==> src/rtl/gpio_port_defs.svh <==
// register offsets, reset values and field positions of the port block
// assumes inclusion by bare name from the design files
`ifndef GPIO_PORT_DEFS_SVH
`define GPIO_PORT_DEFS_SVH

// -----------------------------------------------------------------
// register offsets (second peripheral table, index on 4-bit address)
// -----------------------------------------------------------------
`define OFS_TABLE_SELECT 4'h0
`define OFS_PROG_ONE 4'h1
`define OFS_PROG_TWO 4'h2
`define OFS_FIXED_C 4'h3
`define OFS_FIXED_D 4'h4
`define OFS_FIXED_E 4'h5
`define OFS_FIXED_F 4'h6
`define OFS_FIXED_G 4'h7
`define OFS_DIR_CTRL 4'hd

// -----------------------------------------------------------------
// field positions and reset values
// -----------------------------------------------------------------
`define DIR_ONE_BIT 0
`define DIR_TWO_BIT 1
`define TABLE_SEL_BIT 0
`define DIR_RESET 2'h0
`define TABLE_RESET 1'h0
`define LATCH_RESET 4'h0

`endif

==> src/rtl/gpio_port_pkg.sv <==
// types shared by the port block files
// assumes nothing beyond a SystemVerilog compiler
package gpio_port_pkg;
    typedef logic [3:0] nibble_t;
    typedef enum logic [0:0] {
        DIR_INPUT = 1'b0,
        DIR_OUTPUT = 1'b1
    } port_dir_t;
endpackage : gpio_port_pkg

==> src/rtl/general_purpose_port_block.sv <==
// general-purpose port block: two programmable 4-bit ports, five fixed ports
// assumes a cpu-side register port with one-cycle strobes and pins on the other side
// Functional notes
// - programmable port one drives all four pins when direction bit 0 is set.
// - programmable port two drives all four pins when direction bit 1 is set.
// - an output programmable port drives its last written latch value.
// - input port reads return pin levels, not the latch.
// - data registers accept writes and reads in either direction.
// - reset clears both direction bits, so both ports start as inputs.
// - 2-bit port c has build-time per-bit direction.
// - 4-bit port d has build-time per-bit direction.
// - 4-bit port e has build-time per-bit direction.
// - 3-bit port f has build-time per-bit direction.
// - 2-bit port g has build-time per-bit direction.
// - a build-time switch removes port g entirely.
// - a build-time switch gives port one pins to analog channels four to seven.
// - every port line maps to a register bit.
//
// Our own choices: the address-and-strobe port and the placing of the registers.
`include "gpio_port_defs.svh"
`timescale 1ns/1ps
module general_purpose_port_block #(
    parameter logic [1:0] DIR_C = 2'h0,
    parameter logic [3:0] DIR_D = 4'h0,
    parameter logic [3:0] DIR_E = 4'h0,
    parameter logic [2:0] DIR_F = 3'h0,
    parameter logic [1:0] DIR_G = 2'h0,
    parameter bit HAS_PORT_G = 1'b1,
    parameter bit PORT_ONE_ANALOG = 1'b0
) (
    input wire logic clk,
    input wire logic reset_n,
    input wire logic [3:0] reg_addr,
    input wire logic [3:0] reg_wdata,
    input wire logic reg_wr,
    input wire logic reg_rd,
    output logic [3:0] reg_rdata,
    input wire logic [3:0] one_in,
    output logic [3:0] one_out,
    output logic [3:0] one_oe,
    input wire logic [3:0] two_in,
    output logic [3:0] two_out,
    output logic [3:0] two_oe,
    input wire logic [1:0] c_in,
    output logic [1:0] c_out,
    output logic [1:0] c_oe,
    input wire logic [3:0] d_in,
    output logic [3:0] d_out,
    output logic [3:0] d_oe,
    input wire logic [3:0] e_in,
    output logic [3:0] e_out,
    output logic [3:0] e_oe,
    input wire logic [2:0] f_in,
    output logic [2:0] f_out,
    output logic [2:0] f_oe,
    input wire logic [1:0] g_in,
    output logic [1:0] g_out,
    output logic [1:0] g_oe,
    output logic analog_select
);

    // -----------------------------------------------------------------
    // state
    // -----------------------------------------------------------------
    logic table_sel_ff;
    logic [1:0] dir_ff;
    gpio_port_pkg::nibble_t one_lat_ff, two_lat_ff, d_lat_ff, e_lat_ff;
    logic [1:0] c_lat_ff, g_lat_ff;
    logic [2:0] f_lat_ff;
    logic [3:0] one_oe_ff, two_oe_ff;
    logic [3:0] rdata_ff;
    logic analog_ff;
    logic [20:0] pins_raw, pins_sync;

    // -----------------------------------------------------------------
    // input synchronisers
    // -----------------------------------------------------------------
    assign pins_raw = {f_in, e_in, d_in, c_in, two_in, one_in};

    pin_sync #(.WIDTH(21)) u_sync (
        .clk(clk),
        .reset_n(reset_n),
        .pin_in(pins_raw),
        .pin_sync_out(pins_sync)
    );

    wire [3:0] one_s = pins_sync[3:0];
    wire [3:0] two_s = pins_sync[7:4];
    wire [1:0] c_s = pins_sync[9:8];
    wire [3:0] d_s = pins_sync[13:10];
    wire [3:0] e_s = pins_sync[17:14];
    wire [2:0] f_s = pins_sync[20:18];
    // port g keeps its own two stages, so the shared bus stops at port f
    logic [1:0] g_meta_ff;
    logic [1:0] g_s_ff;

    // -----------------------------------------------------------------
    // address decode
    // -----------------------------------------------------------------
    // mix a latch with live pins: output bits read the latch, inputs the pin
    function automatic logic [3:0] mix(input logic [3:0] dir, input logic [3:0] lat,
                                       input logic [3:0] pin);
        mix = (dir & lat) | (~dir & pin);
    endfunction : mix

    wire hit_ports = table_sel_ff;
    wire wr_sel = reg_wr && (reg_addr == `OFS_TABLE_SELECT);
    wire wr_one = reg_wr && hit_ports && (reg_addr == `OFS_PROG_ONE);
    wire wr_two = reg_wr && hit_ports && (reg_addr == `OFS_PROG_TWO);
    wire wr_c = reg_wr && hit_ports && (reg_addr == `OFS_FIXED_C);
    wire wr_d = reg_wr && hit_ports && (reg_addr == `OFS_FIXED_D);
    wire wr_e = reg_wr && hit_ports && (reg_addr == `OFS_FIXED_E);
    wire wr_f = reg_wr && hit_ports && (reg_addr == `OFS_FIXED_F);
    wire wr_g = reg_wr && hit_ports && (reg_addr == `OFS_FIXED_G) && HAS_PORT_G;
    wire wr_dir = reg_wr && hit_ports && (reg_addr == `OFS_DIR_CTRL);

    // per-pin enables of the programmable ports, whole nibble at once
    wire one_drive = dir_ff[`DIR_ONE_BIT] && !PORT_ONE_ANALOG;
    wire two_drive = dir_ff[`DIR_TWO_BIT];
    wire [3:0] nxt_one_oe = {4{one_drive}};
    wire [3:0] nxt_two_oe = {4{two_drive}};

    // read mux; programmable ports read pins when input, latch when output
    wire [3:0] rd_one = PORT_ONE_ANALOG ? 4'h0 : mix(nxt_one_oe, one_lat_ff, one_s);
    wire [3:0] rd_two = mix(nxt_two_oe, two_lat_ff, two_s);
    wire [3:0] rd_c = mix({2'h0, DIR_C}, {2'h0, c_lat_ff}, {2'h0, c_s});
    wire [3:0] rd_d = mix(DIR_D, d_lat_ff, d_s);
    wire [3:0] rd_e = mix(DIR_E, e_lat_ff, e_s);
    wire [3:0] rd_f = mix({1'b0, DIR_F}, {1'b0, f_lat_ff}, {1'b0, f_s});
    wire [3:0] rd_g = HAS_PORT_G ? mix({2'h0, DIR_G}, {2'h0, g_lat_ff}, {2'h0, g_s_ff})
                                 : 4'h0;
    logic [3:0] nxt_rdata;

    // table select reads in both tables; others only in the second
    always_comb begin
        nxt_rdata = 4'h0;
        if (reg_addr == `OFS_TABLE_SELECT) begin
            nxt_rdata = {3'h0, table_sel_ff};
        end else if (hit_ports) begin
            case (reg_addr)
                `OFS_PROG_ONE: nxt_rdata = rd_one;
                `OFS_PROG_TWO: nxt_rdata = rd_two;
                `OFS_FIXED_C: nxt_rdata = rd_c;
                `OFS_FIXED_D: nxt_rdata = rd_d;
                `OFS_FIXED_E: nxt_rdata = rd_e;
                `OFS_FIXED_F: nxt_rdata = rd_f;
                `OFS_FIXED_G: nxt_rdata = rd_g;
                `OFS_DIR_CTRL: nxt_rdata = {2'h0, dir_ff};
                default: nxt_rdata = 4'h0;
            endcase
        end
    end

    // -----------------------------------------------------------------
    // control registers
    // -----------------------------------------------------------------
    always_ff @(posedge clk) begin
        if (!reset_n) begin
            table_sel_ff <= `TABLE_RESET;
            dir_ff <= `DIR_RESET;
        end else begin
            if (wr_sel) table_sel_ff <= reg_wdata[`TABLE_SEL_BIT];
            if (wr_dir) dir_ff <= reg_wdata[1:0];
        end
    end

    // output latches written regardless of direction
    always_ff @(posedge clk) begin
        if (!reset_n) begin
            one_lat_ff <= `LATCH_RESET;
            two_lat_ff <= `LATCH_RESET;
            d_lat_ff <= `LATCH_RESET;
            e_lat_ff <= `LATCH_RESET;
        end else begin
            if (wr_one) one_lat_ff <= reg_wdata;
            if (wr_two) two_lat_ff <= reg_wdata;
            if (wr_d) d_lat_ff <= reg_wdata;
            if (wr_e) e_lat_ff <= reg_wdata;
        end
    end

    // narrow latches of the fixed ports
    always_ff @(posedge clk) begin
        if (!reset_n) begin
            c_lat_ff <= 2'h0;
            f_lat_ff <= 3'h0;
            g_lat_ff <= 2'h0;
        end else begin
            if (wr_c) c_lat_ff <= reg_wdata[1:0];
            if (wr_f) f_lat_ff <= reg_wdata[2:0];
            if (wr_g) g_lat_ff <= reg_wdata[1:0];
        end
    end

    // port g synchroniser kept local; stage one feeds stage two only
    always_ff @(posedge clk) begin
        if (!reset_n) begin
            g_meta_ff <= 2'h0;
            g_s_ff <= 2'h0;
        end else begin
            g_meta_ff <= g_in;
            g_s_ff <= g_meta_ff;
        end
    end

    // registered enables and read data
    always_ff @(posedge clk) begin
        if (!reset_n) begin
            one_oe_ff <= 4'h0;
            two_oe_ff <= 4'h0;
            rdata_ff <= 4'h0;
            analog_ff <= 1'b0;
        end else begin
            one_oe_ff <= nxt_one_oe;
            two_oe_ff <= nxt_two_oe;
            rdata_ff <= reg_rd ? nxt_rdata : 4'h0;
            analog_ff <= PORT_ONE_ANALOG;
        end
    end

    // -----------------------------------------------------------------
    // pin outputs from flip-flops; fixed-port enables come straight from the build-time masks
    // -----------------------------------------------------------------
    assign reg_rdata = rdata_ff;
    assign one_out = PORT_ONE_ANALOG ? 4'h0 : one_lat_ff;
    assign one_oe = one_oe_ff;
    assign two_out = two_lat_ff;
    assign two_oe = two_oe_ff;
    assign c_out = c_lat_ff & DIR_C;
    assign c_oe = DIR_C;
    assign d_out = d_lat_ff & DIR_D;
    assign d_oe = DIR_D;
    assign e_out = e_lat_ff & DIR_E;
    assign e_oe = DIR_E;
    assign f_out = f_lat_ff & DIR_F;
    assign f_oe = DIR_F;
    assign g_out = HAS_PORT_G ? (g_lat_ff & DIR_G) : 2'h0;
    assign g_oe = HAS_PORT_G ? DIR_G : 2'h0;
    assign analog_select = analog_ff;

    // -----------------------------------------------------------------
    // checks
    // -----------------------------------------------------------------
    dir_reset_a: assert property (@(posedge clk) !reset_n |=> dir_ff == 2'h0)
        else $error("direction not cleared by reset");
    one_drive_a: assert property (@(posedge clk) disable iff (!reset_n)
        (dir_ff[0] && !PORT_ONE_ANALOG) |=> one_oe == 4'hf)
        else $error("port one not driving");
    two_drive_a: assert property (@(posedge clk) disable iff (!reset_n)
        !dir_ff[1] |=> two_oe == 4'h0)
        else $error("port two driving while input");
    latch_write_a: assert property (@(posedge clk) disable iff (!reset_n)
        wr_two |=> two_out == $past(reg_wdata))
        else $error("port two latch not updated");
    latch_keep_a: assert property (@(posedge clk) disable iff (!reset_n)
        (!wr_one && !PORT_ONE_ANALOG) |=> one_out == $past(one_out))
        else $error("port one latch changed without write");
    pin_read_a: assert property (@(posedge clk) disable iff (!reset_n)
        (reg_rd && hit_ports && reg_addr == `OFS_PROG_TWO && !two_drive)
        |=> reg_rdata == $past(two_s))
        else $error("port two input read wrong");
    table_gate_a: assert property (@(posedge clk) disable iff (!reset_n)
        (reg_wr && !table_sel_ff) |=> $stable(dir_ff))
        else $error("write landed with first table selected");
    // the release edge starts no attempt: the stages were still cleared by reset there
    sync_delay_a: assert property (@(posedge clk) disable iff (!reset_n)
        reset_n |-> ##2 one_s == $past(one_in, 2))
        else $error("synchroniser depth wrong");
    f_sync_a: assert property (@(posedge clk) disable iff (!reset_n)
        reset_n |-> ##2 f_s == $past(f_in, 2))
        else $error("port f synchroniser wrong");
    g_sync_a: assert property (@(posedge clk) disable iff (!reset_n)
        reset_n |-> ##2 g_s_ff == $past(g_in, 2))
        else $error("port g synchroniser wrong");
    // direction bits and the enables that follow them one cycle later
    dir_write_a: assert property (@(posedge clk) disable iff (!reset_n)
        wr_dir |=> dir_ff == $past(reg_wdata[1:0]))
        else $error("direction write lost");
    one_input_a: assert property (@(posedge clk) disable iff (!reset_n)
        !one_drive |=> one_oe == 4'h0)
        else $error("port one driving while input");
    two_output_a: assert property (@(posedge clk) disable iff (!reset_n)
        dir_ff[1] |=> two_oe == 4'hf)
        else $error("port two not driving");
    select_write_a: assert property (@(posedge clk) disable iff (!reset_n)
        wr_sel |=> table_sel_ff == $past(reg_wdata[0]))
        else $error("table select write lost");

    // -----------------------------------------------------------------
    // checks: latches and pins
    // -----------------------------------------------------------------
    reset_outputs_a: assert property (@(posedge clk)
        !reset_n |=> one_oe == 4'h0 && two_oe == 4'h0 && two_out == 4'h0)
        else $error("outputs not cleared by reset");
    one_latch_a: assert property (@(posedge clk) disable iff (!reset_n)
        (wr_one && !PORT_ONE_ANALOG) |=> one_out == $past(reg_wdata))
        else $error("port one pins not updated");
    input_write_a: assert property (@(posedge clk) disable iff (!reset_n)
        (wr_one && !one_drive) |=> one_lat_ff == $past(reg_wdata))
        else $error("latch write lost while input");
    // fixed ports show written bits only where the mask marks an output
    fixed_c_a: assert property (@(posedge clk) disable iff (!reset_n)
        wr_c |=> c_out == ($past(reg_wdata[1:0]) & DIR_C))
        else $error("port c output wrong");
    fixed_d_a: assert property (@(posedge clk) disable iff (!reset_n)
        wr_d |=> d_out == ($past(reg_wdata) & DIR_D))
        else $error("port d output wrong");
    fixed_e_a: assert property (@(posedge clk) disable iff (!reset_n)
        wr_e |=> e_out == ($past(reg_wdata) & DIR_E))
        else $error("port e output wrong");
    fixed_f_a: assert property (@(posedge clk) disable iff (!reset_n)
        wr_f |=> f_out == ($past(reg_wdata[2:0]) & DIR_F))
        else $error("port f output wrong");
    fixed_g_a: assert property (@(posedge clk) disable iff (!reset_n)
        wr_g |=> g_out == ($past(reg_wdata[1:0]) & DIR_G))
        else $error("port g output wrong");

    // -----------------------------------------------------------------
    // checks: read path
    // -----------------------------------------------------------------
    // read data stand one cycle after the strobe and are zero otherwise
    one_read_a: assert property (@(posedge clk) disable iff (!reset_n)
        (reg_rd && hit_ports && reg_addr == `OFS_PROG_ONE && !one_drive && !PORT_ONE_ANALOG)
        |=> reg_rdata == $past(one_s))
        else $error("port one input read wrong");
    g_absent_a: assert property (@(posedge clk) disable iff (!reset_n)
        (!HAS_PORT_G && reg_rd && reg_addr == `OFS_FIXED_G)
        |=> reg_rdata == 4'h0)
        else $error("absent port g read nonzero");
    analog_read_a: assert property (@(posedge clk) disable iff (!reset_n)
        (PORT_ONE_ANALOG && reg_rd && reg_addr == `OFS_PROG_ONE)
        |=> reg_rdata == 4'h0)
        else $error("analog port one read nonzero");
    unmapped_read_a: assert property (@(posedge clk) disable iff (!reset_n)
        (reg_rd && reg_addr > `OFS_FIXED_G && reg_addr != `OFS_DIR_CTRL)
        |=> reg_rdata == 4'h0)
        else $error("unmapped index read nonzero");
    idle_read_a: assert property (@(posedge clk) disable iff (!reset_n)
        !reg_rd |=> reg_rdata == 4'h0)
        else $error("read data without strobe");
endmodule : general_purpose_port_block

==> src/rtl/pin_sync.sv <==
// two-stage synchroniser for a group of input pins
// assumes a single system clock and a synchronous active-low reset
`timescale 1ns/1ps
module pin_sync #(
    parameter int WIDTH = 4
) (
    input wire logic clk,
    input wire logic reset_n,
    input wire logic [WIDTH-1:0] pin_in,
    output logic [WIDTH-1:0] pin_sync_out
);
    logic [WIDTH-1:0] meta_ff;
    logic [WIDTH-1:0] sync_ff;

    // first stage is read only by the second
    always_ff @(posedge clk) begin
        if (!reset_n) begin
            meta_ff <= '0;
            sync_ff <= '0;
        end else begin
            meta_ff <= pin_in;
            sync_ff <= meta_ff;
        end
    end

    assign pin_sync_out = sync_ff;
endmodule : pin_sync

==> config.mk <==
export PLATFORM = sky130hd
export DESIGN_NAME = general_purpose_port_block
export DESIGN_NICKNAME = d
export VERILOG_FILES = /design/src/rtl/gpio_port_pkg.sv /design/src/rtl/general_purpose_port_block.sv /design/src/rtl/pin_sync.sv
export VERILOG_INCLUDE_DIRS = /design/src /design/src/rtl
export SDC_FILE = /design/constraint.sdc
export NUM_CORES = 1
export LEC_CHECK = 0
export BUFFER_PORTS_ARGS = -buffer_cell sky130_fd_sc_hd__buf_2
export CAP_MARGIN = 20
export CORE_MARGIN = 3
export CORE_UTILIZATION = 25
export CTS_CLUSTER_SIZE = 25
export DETAILED_ROUTE_END_ITERATION = 12
export GPL_TIMING_DRIVEN = 0
export HOLD_SLACK_MARGIN = 0.15
export MAX_ROUTING_LAYER = met4
export PLACE_DENSITY_LB_ADDON = 0.25
export SLEW_MARGIN = 40
export SYNTH_ARGS = -nofsm -noshare
export SYNTH_HDL_FRONTEND = slang
export SYNTH_SLANG_ARGS = --single-unit
export TNS_END_PERCENT = 30
==> constraint.sdc <==
create_clock -name clk -period 1.42 [get_ports clk]
set_input_delay 0.284 -clock clk [delete_from_list [all_inputs] [get_ports clk]]
set_output_delay 0.284 -clock clk [all_outputs]
set_load 0.01 [all_outputs]
Word level (Yosys, flattened, before mapping)
Index checks and enable logic that the tools add are counted.
- reduce and logical (&&, ||, !) cells: 8
- mux-type cells: 3
- bitwise logic cells: 11
- equality and inequality tests: 8
- operators with widths (operator ; count):
    case mux 4 bit (8 select lines) ; 1
    bitwise AND 4 bit ; 4
    equality test 4 x 3 -> 1 bit, second input constant ; 4
    equality test 4 x 2 -> 1 bit, second input constant ; 2
    NOT 4 bit ; 2
    OR 4 bit ; 2
    logical AND 1 bit ; 5
    equality test 4 x 1 -> 1 bit, second input constant ; 1
    equality test 4 bit, second input constant ; 1
    zero test 4 bit ; 1
    OR reduction 4 bit ; 1
    NOT 1 bit ; 3
    2-to-1 mux 1 bit ; 2
    AND reduction 2 bit ; 1
- word-level logic and storage cells: 42
- output and inout bits: 51
- input bits: 35
- bits in registers: 63

Logic depth before layout (Yosys ltp)
Gate-level depths: netlist of the first run.
- depth in word-level cells: 6
- depth in mapped cells: 5
- mapped depth without buffers: 4

Cells and area by module
A second synthesis of the first run with hierarchy kept.
- cell total of the unflattened synthesis: 244
- area, all modules: 2567.5 sq um
- by module, submodules not included (module ; area an instance (sq um) ; seq. area each (sq um) ; times used ; cells an instance):
    general_purpose_port_block ; 1391.3 ; 420.4 ; 1 ; 156
    pin_sync ; 1176.1 ; 840.8 ; 1 ; 88

Worst setup path before layout of the first run
No wires, ideal clock.
- kind: input to register
- start: in reg_addr[1]
- end: reg rdata_ff[2], in the netlist reg_rdata[2]
- stages: 4
- path slack: 0.097 ns
- data required time: 1.356 ns
- data arrival time: 1.259 ns
- library setup time: 0.064 ns
- path through: or4b_1 -> buf_2 -> o221a_1 -> nor2_1
- longest elaborated chain between the ends: 2
- elaborated cells on any way between the ends: 11
- those cells by class: eq/ne: 8; mux: 1; reduce/logical: 2
- RTL lines (element ; RTL line ; RTL):
    start: declaration ; general_purpose_port_block.sv:33 ; input wire logic [3:0] reg_addr,
    equality test 4 bit, or another cell as far along ; general_purpose_port_block.sv:140 ; case (reg_addr)
    case mux 4 bit (8 select lines) or OR reduction 4 bit (tied branches) ; - ;
    end signal: assignment ; general_purpose_port_block.sv:216 ; rdata_ff <= reg_rd ? nxt_rdata : 4'h0;
    end: declaration ; general_purpose_port_block.sv:71 ; logic [3:0] rdata_ff;
Several ways; a longest one is shown, not always the timed one.
A chain may end at the register's enable or synchronous reset.

Final worst setup path of the first run
- start: reg dir_ff[0]
- end: reg rdata_ff[0], in the netlist reg_rdata[0]
- longest elaborated chain between the ends: 6
- elaborated cells on any way between the ends: 7
- those cells by class: mux: 3; bitwise: 4
- RTL lines (element ; RTL line ; RTL):
    start: declaration ; general_purpose_port_block.sv:66 ; logic [1:0] dir_ff;
    start signal: assignment ; general_purpose_port_block.sv:160 ; dir_ff <= `DIR_RESET;
    start signal: assignment ; general_purpose_port_block.sv:163 ; if (wr_dir) dir_ff <= reg_wdata[1:0];
    NOT 4 bit ; general_purpose_port_block.sv:103 ; mix = (dir & lat) | (~dir & pin);
    bitwise AND 4 bit ; general_purpose_port_block.sv:103 ;
    OR 4 bit ; general_purpose_port_block.sv:103 ;
    case mux 4 bit (8 select lines) * ; general_purpose_port_block.sv:140 ;
    2-to-1 mux 1 bit * ; general_purpose_port_block.sv:139 ; end else if (hit_ports) begin
    2-to-1 mux 1 bit * ; general_purpose_port_block.sv:137 ; if (reg_addr == `OFS_TABLE_SELECT) begin
Every way passes the cells marked *; elsewhere a longest branch is shown, timed or not.

==> results of run 1 <==
==> worst max-delay path, cell delays in order, from the launching register on <==
cell and delay [ps]:
dfxtp_1 310, buf_4 160, mux2i_1 220, o22ai_1 130, a221oi_2 300, o21ai_0 100
==> layout make-up <==
cell class | count | area, um^2 | share of cell area (%)
buffer | 50 | 344 | 9.77
clock buffer | 10 | 138 | 3.91
clock inverter | 6 | 60.1 | 1.70
inverter | 3 | 11.3 | 0.320
multi-input combinational | 163 | 1060 | 30.0
sequential | 63 | 1260 | 35.8
tap | 129 | 161 | 4.58
timing repair buffer | 76 | 490 | 13.9
==> registers in the layout (all words and copies together) (netlist names) <==
signal               cells
two_oe                   1
dir_ff                   2
g_meta_ff                2
two_out                  4
u_sync.meta_ff          21
hit_ports                1
one_out                  4
g_s_ff                   2
u_sync.pin_sync_out     21
reg_rdata                4
one_oe                   1
==> per-stage QoR <==
step	TNS [ps]	power [mW]	std cells	hold slack (ps)
4_1_cts	0	3.75	500	164
6_report	0	3.71	500	173
3_3_place_gp	-1330	2.18	462	419
5_1_grt	0	3.87	500	172
3_5_place_dp	-1540	2.18	462	418
2_1_floorplan	0	2.09	279	411
==> synth_stat cells <==
library cell  count
dfxtp_1          63
and2_1           49
buf_4            37
mux2i_1          16
nand2_1           8
nor2b_1           8
buf_2             7
nor2_1            7
o21ai_0           7
clkbuf_1          6
a21boi_0          5
mux2_2            4
inv_1             3
nand3_1           3
a21oi_1           2
nand2b_1          2
o22ai_1           2
a221oi_1          1
a22oi_1           1
a2bb2oi_1         1
a32o_1            1
and3_1            1
conb_1            1
nand3b_1          1
nand4_1           1
nand4b_1          1
nor2_4            1
nor3_1            1
nor4_1            1
o211ai_1          1
o21a_1            1
o221a_1           1
o22a_1            1
o32a_1            1
o32ai_1           1
or4b_1            1
or4bb_1           1
==> routing by layer <==
metal	vias up	GRT usage [%]	part of all wire, %
met5	-	-	0
met4	0	5.46	2.2
met2	81	17.1	47
li1	984	-	-
met1	818	11.4	44
met3	11	2.91	6.8
==> worst max path at each step <==
| stage | endpoint | start | slack (ps) |
|---|---|---|---|
| final | reg_rdata[0]$_SDFF_PN0_ | dir_ff[0]$_SDFFE_PN0P_ | 70 |
| after global routing | reg_rdata[0]$_SDFF_PN0_ | dir_ff[0]$_SDFFE_PN0P_ | 1 |
| after CTS | reg_rdata[1]$_SDFF_PP0_ | dir_ff[1]$_SDFFE_PN0P_ | 9 |
| after detailed placement | dir_ff[1]$_SDFFE_PN0P_ | reg_addr[1] | -190 |
| after global placement | dir_ff[1]$_SDFFE_PN0P_ | reg_addr[1] | -190 |
| after floorplan | reg_rdata[2]$_SDFF_PP0_ | reg_addr[1] | 100 |
==> power by group through the flow <==
stage	registers (mW)	clock network, mW	logic, mW
2_1_floorplan	1.88	0	0.212
3_3_place_gp	1.88	0	0.296
3_5_place_dp	1.88	0	0.299
4_1_cts	1.84	1.57	0.346
5_1_grt	1.85	1.63	0.393
6_report	1.84	1.51	0.353
==> logic make-up (layout without fill, tap and decap cells) <==
logic type / after synthesis / after routing / synth area share [%]
AOI/OAI and AO/OA: 26 / 26 / 7.32
buffers and inverters: 53 / 145 / 13.8
DFF: 63 / 63 / 50.2
muxes: 20 / 20 / 8.16
other: 1 / 31 / 0.149
and+or+nand+nor: 86 / 86 / 20.4
==> timing repair <==
action / in CTS / in global routing
hold endpoints to repair: 22 / 0
endpoints found under the setup margin: 2 / 5
resized for setup: 3 / 8
hold buffers: 22 / 0
==> key figures, run 1 <==
Status
  • Status: complete, no violations

STA
  • Fmax: 740 MHz
  • Fin crit period: 1350 ps
  • Slew @ Worst Pin: 504 ps
  • Worst slew margin: 66.1%
  • Final Hold Vio Count: 0
  • Slew Limit Fails: 0
  • Skew final: 8.42 ps
  • Final setup margin: 69.2 ps
  • RSZ-0062 raised after global routing: no
  • Period utilisation layout: 95.1%
  • Final Setup Violations: 0

Worst setup path
  • Worst R2R Setup Slack: 70 ps
  • FF-to-FF Start: dir_ff[0]$_SDFFE_PN0P_
  • Crit Path Max Fanout: 7
  • Setup crit start kind: register
  • CP arrival: 1560 ps
  • Setup Crit Path Kind: register to register
  • Crit path required time: 1630 ps
  • Worst Reg-to-Reg Cells: 5
  • Critical path endpoint category: register
  • RR Endpoint: reg_rdata[0]$_SDFF_PN0_

Synthesis
  • Netlist Area Pre-Place: 0.00251 mm^2
  • Syn. warnings: 0
  • Yosys top cell by area: dfxtp_1
  • Area fraction of the dominant cell type after synthesis: 50.2%
  • Synth Instances: 249
  • Synth cell types: 37
  • Synth top area cells: dfxtp_1, and2_1, buf_4, mux2i_1, nor2b_1
  • Synthesized flop and latch total: 63
  • Sequential fraction of the synthesis area: 50.2%
  • Avg Inst Size Synth: 10.1 um^2

Drt
  • Vias: 1894
  • 1st-iter DRT viols: 123
  • First-pass DRT Iterations: 4
  • Final ANT Viol Nets: 0
  • Total Wirelength: 5.51 mm
  • Wire per inst: 11.0 um
  • Vias per std cell: 3.79
  • DR DRC count: 0

Clock network
  • Clk sink count: 63
  • Clk buf depth: 2
  • H-tree depth: 3
  • Setup repair bufs after CTS: 0
  • CTS Buf Count: 9
  • Clock-pin slew on the worst setup and hold paths: 70 ps
  • Worst skew pair latency: 340 ps
  • Root Driver: clkbuf_8
  • CTS tree: done

Layout
  • Finished Cell Area: 0.00352 mm^2
  • Layout cells sized above 1: 33.7%
  • Number of diodes: 0
  • # fillers: 977
  • Commonest non-fill, non-tap cells in the layout: dfxtp_1, buf_2, and2_1
  • Synth-to-Final Area Change: 40.2%
  • Fin nets: 401
  • Fin util: 37.1%
  • Commonest non-fill, non-tap cell in the layout: dfxtp_1

Placement
  • Final HPWL DP: 4.22 mm
  • Placed instance area: 0.00306 mm^2
  • Placer Congestion: 0.864
  • IO Port Bufs: 54
  • Post-place setup slack: -188 ps

Floorplanning
  • IO Pins: 86
  • Die X-Extent: 106 um
  • Row count: 35
  • Area of the die: 0.0113 mm^2
  • Die H: 106 um
  • Initial core utilization: 26.5%
  • Core Region: 0.00950 mm^2

Global route
  • First-pass GRT wire length: 8.78 mm
  • GR Overflow Total: 0
  • Total GRT Usage: 10.4%
  • Initial antenna violation count: 0
  • Largest net degree at the start of global routing: 12
  • Vias in the first global route: 1831

Pwr
  • Comb power frac: 9.5%
  • Flop pwr share: 49.7%
  • Leak: 1.61 nW
  • Switching Fraction: 22.6%
  • Worst vdd ir: 0.648 mV
  • Switching power: 837 uW
  • Clk pwr share: 40.8%
  • P_int: 2.87 mW
  • PwrDens: 1050 mW/mm^2

Min path
  • Hold Path End: u_sync.meta_ff[13]$_SDFF_PN0_
  • Min-Delay Path Class: primary input to register
  • Min-delay src: d_in[3]
  • Cell count of the worst hold path: 2

Run
  • Max-cap violations: 0
Power figures use the tool's default switching activity.
==> inputs of run 2 (changes only) <==
--- a/config.mk
+++ b/config.mk
@@ -6,6 +6,7 @@
 export SDC_FILE = /design/constraint.sdc
 export NUM_CORES = 1
 export LEC_CHECK = 0
+export ABC_AREA = 1
 export BUFFER_PORTS_ARGS = -buffer_cell sky130_fd_sc_hd__buf_2
 export CAP_MARGIN = 20
 export CORE_MARGIN = 3
==> run 2 against run 1 <==
Net effect: clock-buffer cell count stayed put; design area rose by 1.1%; clock skew increased by 1.2 ps; critical path depth shrank 3; worst setup slack better by 120 ps; synthesized area up 1.8%.
==> key figures, run 2 <==
Status
  • Status: complete, no violations

STA
  • Final Hold Vio Count: 0 (unchanged)
  • Slew Limit Fails: 0 (unchanged)
  • Period utilisation layout: 86.5% (-8.6 points)
  • Final setup margin: 192 ps (+122 ps)
  • Fin crit period: 1230 ps (-122 ps)
  • RSZ-0062 raised after global routing: no
  • Fmax: 814 MHz (+10%)
  • Final setup TNS: 0 ps (unchanged)
  • Skew final: 9.66 ps (+1.24 ps)
  • Final Setup Violations: 0 (unchanged)

Layout
  • Post-route insts no fill: 598 (+20%)
  • # fillers: 1051 (+7.6%)
  • Layout cells sized above 1: 25.6% (-8.1 points)
  • Fin nets: 495 (+23%)
  • Finished Cell Area: 0.00356 mm^2 (+1.1%)
  • Commonest non-fill, non-tap cell in the layout: nand2_1
  • Commonest non-fill, non-tap cells in the layout: nand2_1, dfxtp_1, inv_1
  • Number of diodes: 0 (unchanged)
  • Synth-to-Final Area Change: 39.3%

Clock network
  • Worst skew pair latency: 340 ps (about the same)
  • Quantity of hold-fixing buffers added after cts: 23 (+4.5%)
  • Clock-pin slew on the worst setup and hold paths: 70 ps (about the same)
  • Setup repair bufs after CTS: 0 (unchanged)
  • Resize count post-CTS: 0 (-3)
  • Clk sink count: 63 (unchanged)
  • CTS tree: done
  • H-tree depth: 3 (unchanged)
  • CTS Buf Count: 9 (unchanged)
  • Clk buf depth: 2 (unchanged)
  • Root Driver: clkbuf_8

Placement
  • Post-place setup slack: 124 ps (+312 ps)
  • IO Port Bufs: 53 (-1.9%)
  • Placed instance area: 0.00310 mm^2 (+1.5%)
  • Final HPWL DP: 4.25 mm (+0.68%)
  • Placer Congestion: 0.833 (-3.6%)
  • Inst Count DP: 559 (+21%)

Synthesis
  • Commonest cells in the netlist: nand2_1, dfxtp_1, inv_1, buf_4, nand3_1
  • Netlist Area Pre-Place: 0.00256 mm^2 (+1.8%)
  • Area fraction of the dominant cell type after synthesis: 49.3% (-0.88 points)
  • Syn. warnings: 0 (unchanged)
  • Number of enable flip-flop cells after synthesis: 0 (unchanged)
  • Ys flop type: dfxtp_1
  • Synth cell types: 18 (-51%)
  • Yosys top cell by area: dfxtp_1
  • Synth top area cells: dfxtp_1, nand2_1, buf_4, inv_1, nand3_1
  • Most frequent cell after synthesis: nand2_1
  • Async SR Flop Fraction: 0% (unchanged)
  • Synth Instances: 343 (+38%)
  • Sequential fraction of the synthesis area: 49.3% (-0.88 points)
  • Synthesized flop and latch total: 63 (unchanged)
  • Avg Inst Size Synth: 7.46 um^2 (-26%)

Drt
  • Total Wirelength: 5.38 mm (-2.4%)
  • 1st-iter DRT viols: 67 (-46%)
  • Wire per inst: 9.00 um (-18%)
  • Vias: 2096 (+11%)
  • Final ANT Viol Nets: 0 (unchanged)
  • First-pass DRT Iterations: 4 (unchanged)
  • Vias per std cell: 3.51 (-7.5%)
  • DR DRC count: 0 (unchanged)

Floorplanning
  • Row count: 36 (+2.9%)
  • Initial core utilization: 25.9% (-0.51 points)
  • Die H: 107 um (+0.84%)
  • Core Region: 0.00986 mm^2 (+3.8%)
  • IO Pins: 86 (unchanged)
  • Area of the die: 0.0115 mm^2 (+1.7%)
  • Die X-Extent: 107 um (+0.84%)

Worst setup path
  • Worst Reg-to-Reg Cells: 6 (+1)
  • Worst R2R Setup Slack: 190 ps (+120 ps)
  • Critical path endpoint category: output pin
  • FF-to-FF Start: dir_ff[1]$_SDFFE_PN0P_
  • Crit path required time: 1140 ps (-490 ps)
  • Setup Crit Path Kind: register to output pin
  • CP arrival: 940 ps (-620 ps)
  • Crit Path Max Fanout: 4 (-3)
  • RR Endpoint: reg_rdata[1]$_SDFF_PP0_
  • Setup crit start kind: register

Global route
  • Initial antenna violation count: 0 (unchanged)
  • Total GRT Usage: 10.5% (+0.13 points)
  • Largest net degree at the start of global routing: 13 (+1)
  • GR Overflow Total: 0 (unchanged)
  • First-pass GRT wire length: 9.23 mm (+5.2%)
  • Vias in the first global route: 2007 (+9.6%)

Pwr
  • Clk pwr share: 44.3% (+3.5 points)
  • PwrDens: 1110 mW/mm^2 (+5.0%)
  • Flop pwr share: 46.8% (-2.9 points)
  • Switching Fraction: 22.7% (+0.18 points)
  • Switching power: 896 uW (+7.0%)
  • P_int: 3.04 mW (+5.9%)
  • Worst vdd ir: 0.377 mV (-42%)
  • Leak: 2.05 nW (+27%)
  • Comb power frac: 8.9% (-0.6 points)

Min path
  • Min-Delay Path Class: primary input to register
  • Cell count of the worst hold path: 3 (+1)
  • Hold Path End: two_out[3]$_SDFFE_PN0P_
  • Min-delay src: reg_wdata[3]

Run
  • Max-cap violations: 0 (unchanged)
## run 2: how the worst max path moves through the flow
stage | from | to
floorplan | reg_addr[1] | one_out[2]$_SDFFE_PN0P_
global placement | reg_addr[1] | one_out[2]$_SDFFE_PN0P_
detailed placement | reg_addr[1] | one_out[2]$_SDFFE_PN0P_
CTS | two_oe[0]$_SDFF_PN0_ | two_oe[2]
global route | dir_ff[1]$_SDFFE_PN0P_ | reg_rdata[1]$_SDFF_PP0_
finish | two_oe[0]$_SDFF_PN0_ | two_oe[2]
## run 2: layout make-up
class	count	area, um^2	area share (%)
inverters	63	236	6.64
well taps	133	166	4.67
clock buffers	10	138	3.86
flip-flops and latches	63	1260	35.4
multi-input cells	204	872	24.5
plain buffers	43	302	8.46
clock inverters	6	92.6	2.60
repair buffers	76	495	13.9
## run 2: worst max-delay path, stage by stage, from the launching register on
cell     delay (ps)
dfxtp_1         370
buf_4           120
buf_2           120
## run 2: cells by family (layout without fill, tap and decap cells)
logic type             Yosys count  in the layout  synth area share (%)
other                            1             31                 0.147
buffers and inverters          106            198                  21.0
AO/OA/AOI/OAI                   22             22                  4.45
flip-flops                      63             63                  49.3
AND/OR/NAND/NOR                151            151                  25.1
## run 2: per-stage QoR
step	hold slack (ps)	util, %	total power, mW
global placement	402	31.5	2.18
global route	217	36.1	4.12
CTS	210	36.1	3.99
finish	233	36.1	3.94
detailed placement	396	31.5	2.19
floorplan	382	-	2.09
## run 2: per-layer routing
| layer | part of all wire, % | global-route usage (%) |
|---|---|---|
| met3 | 7.4 | 3.37 |
| met2 | 43 | 15.6 |
| met5 | 0 | - |
| met1 | 47 | 13.1 |
| met4 | 2.0 | 4.66 |
## run 2: power by group through the flow
| stage | Clock [mW] | Sequential, mW | Combinational, mW |
|---|---|---|---|
| 3_3_place_gp | 0 | 1.88 | 0.298 |
| 2_1_floorplan | 0 | 1.88 | 0.214 |
| 3_5_place_dp | 0 | 1.88 | 0.301 |
| 4_1_cts | 1.80 | 1.84 | 0.349 |
| 5_1_grt | 1.87 | 1.85 | 0.401 |
| 6_report | 1.75 | 1.84 | 0.349 |
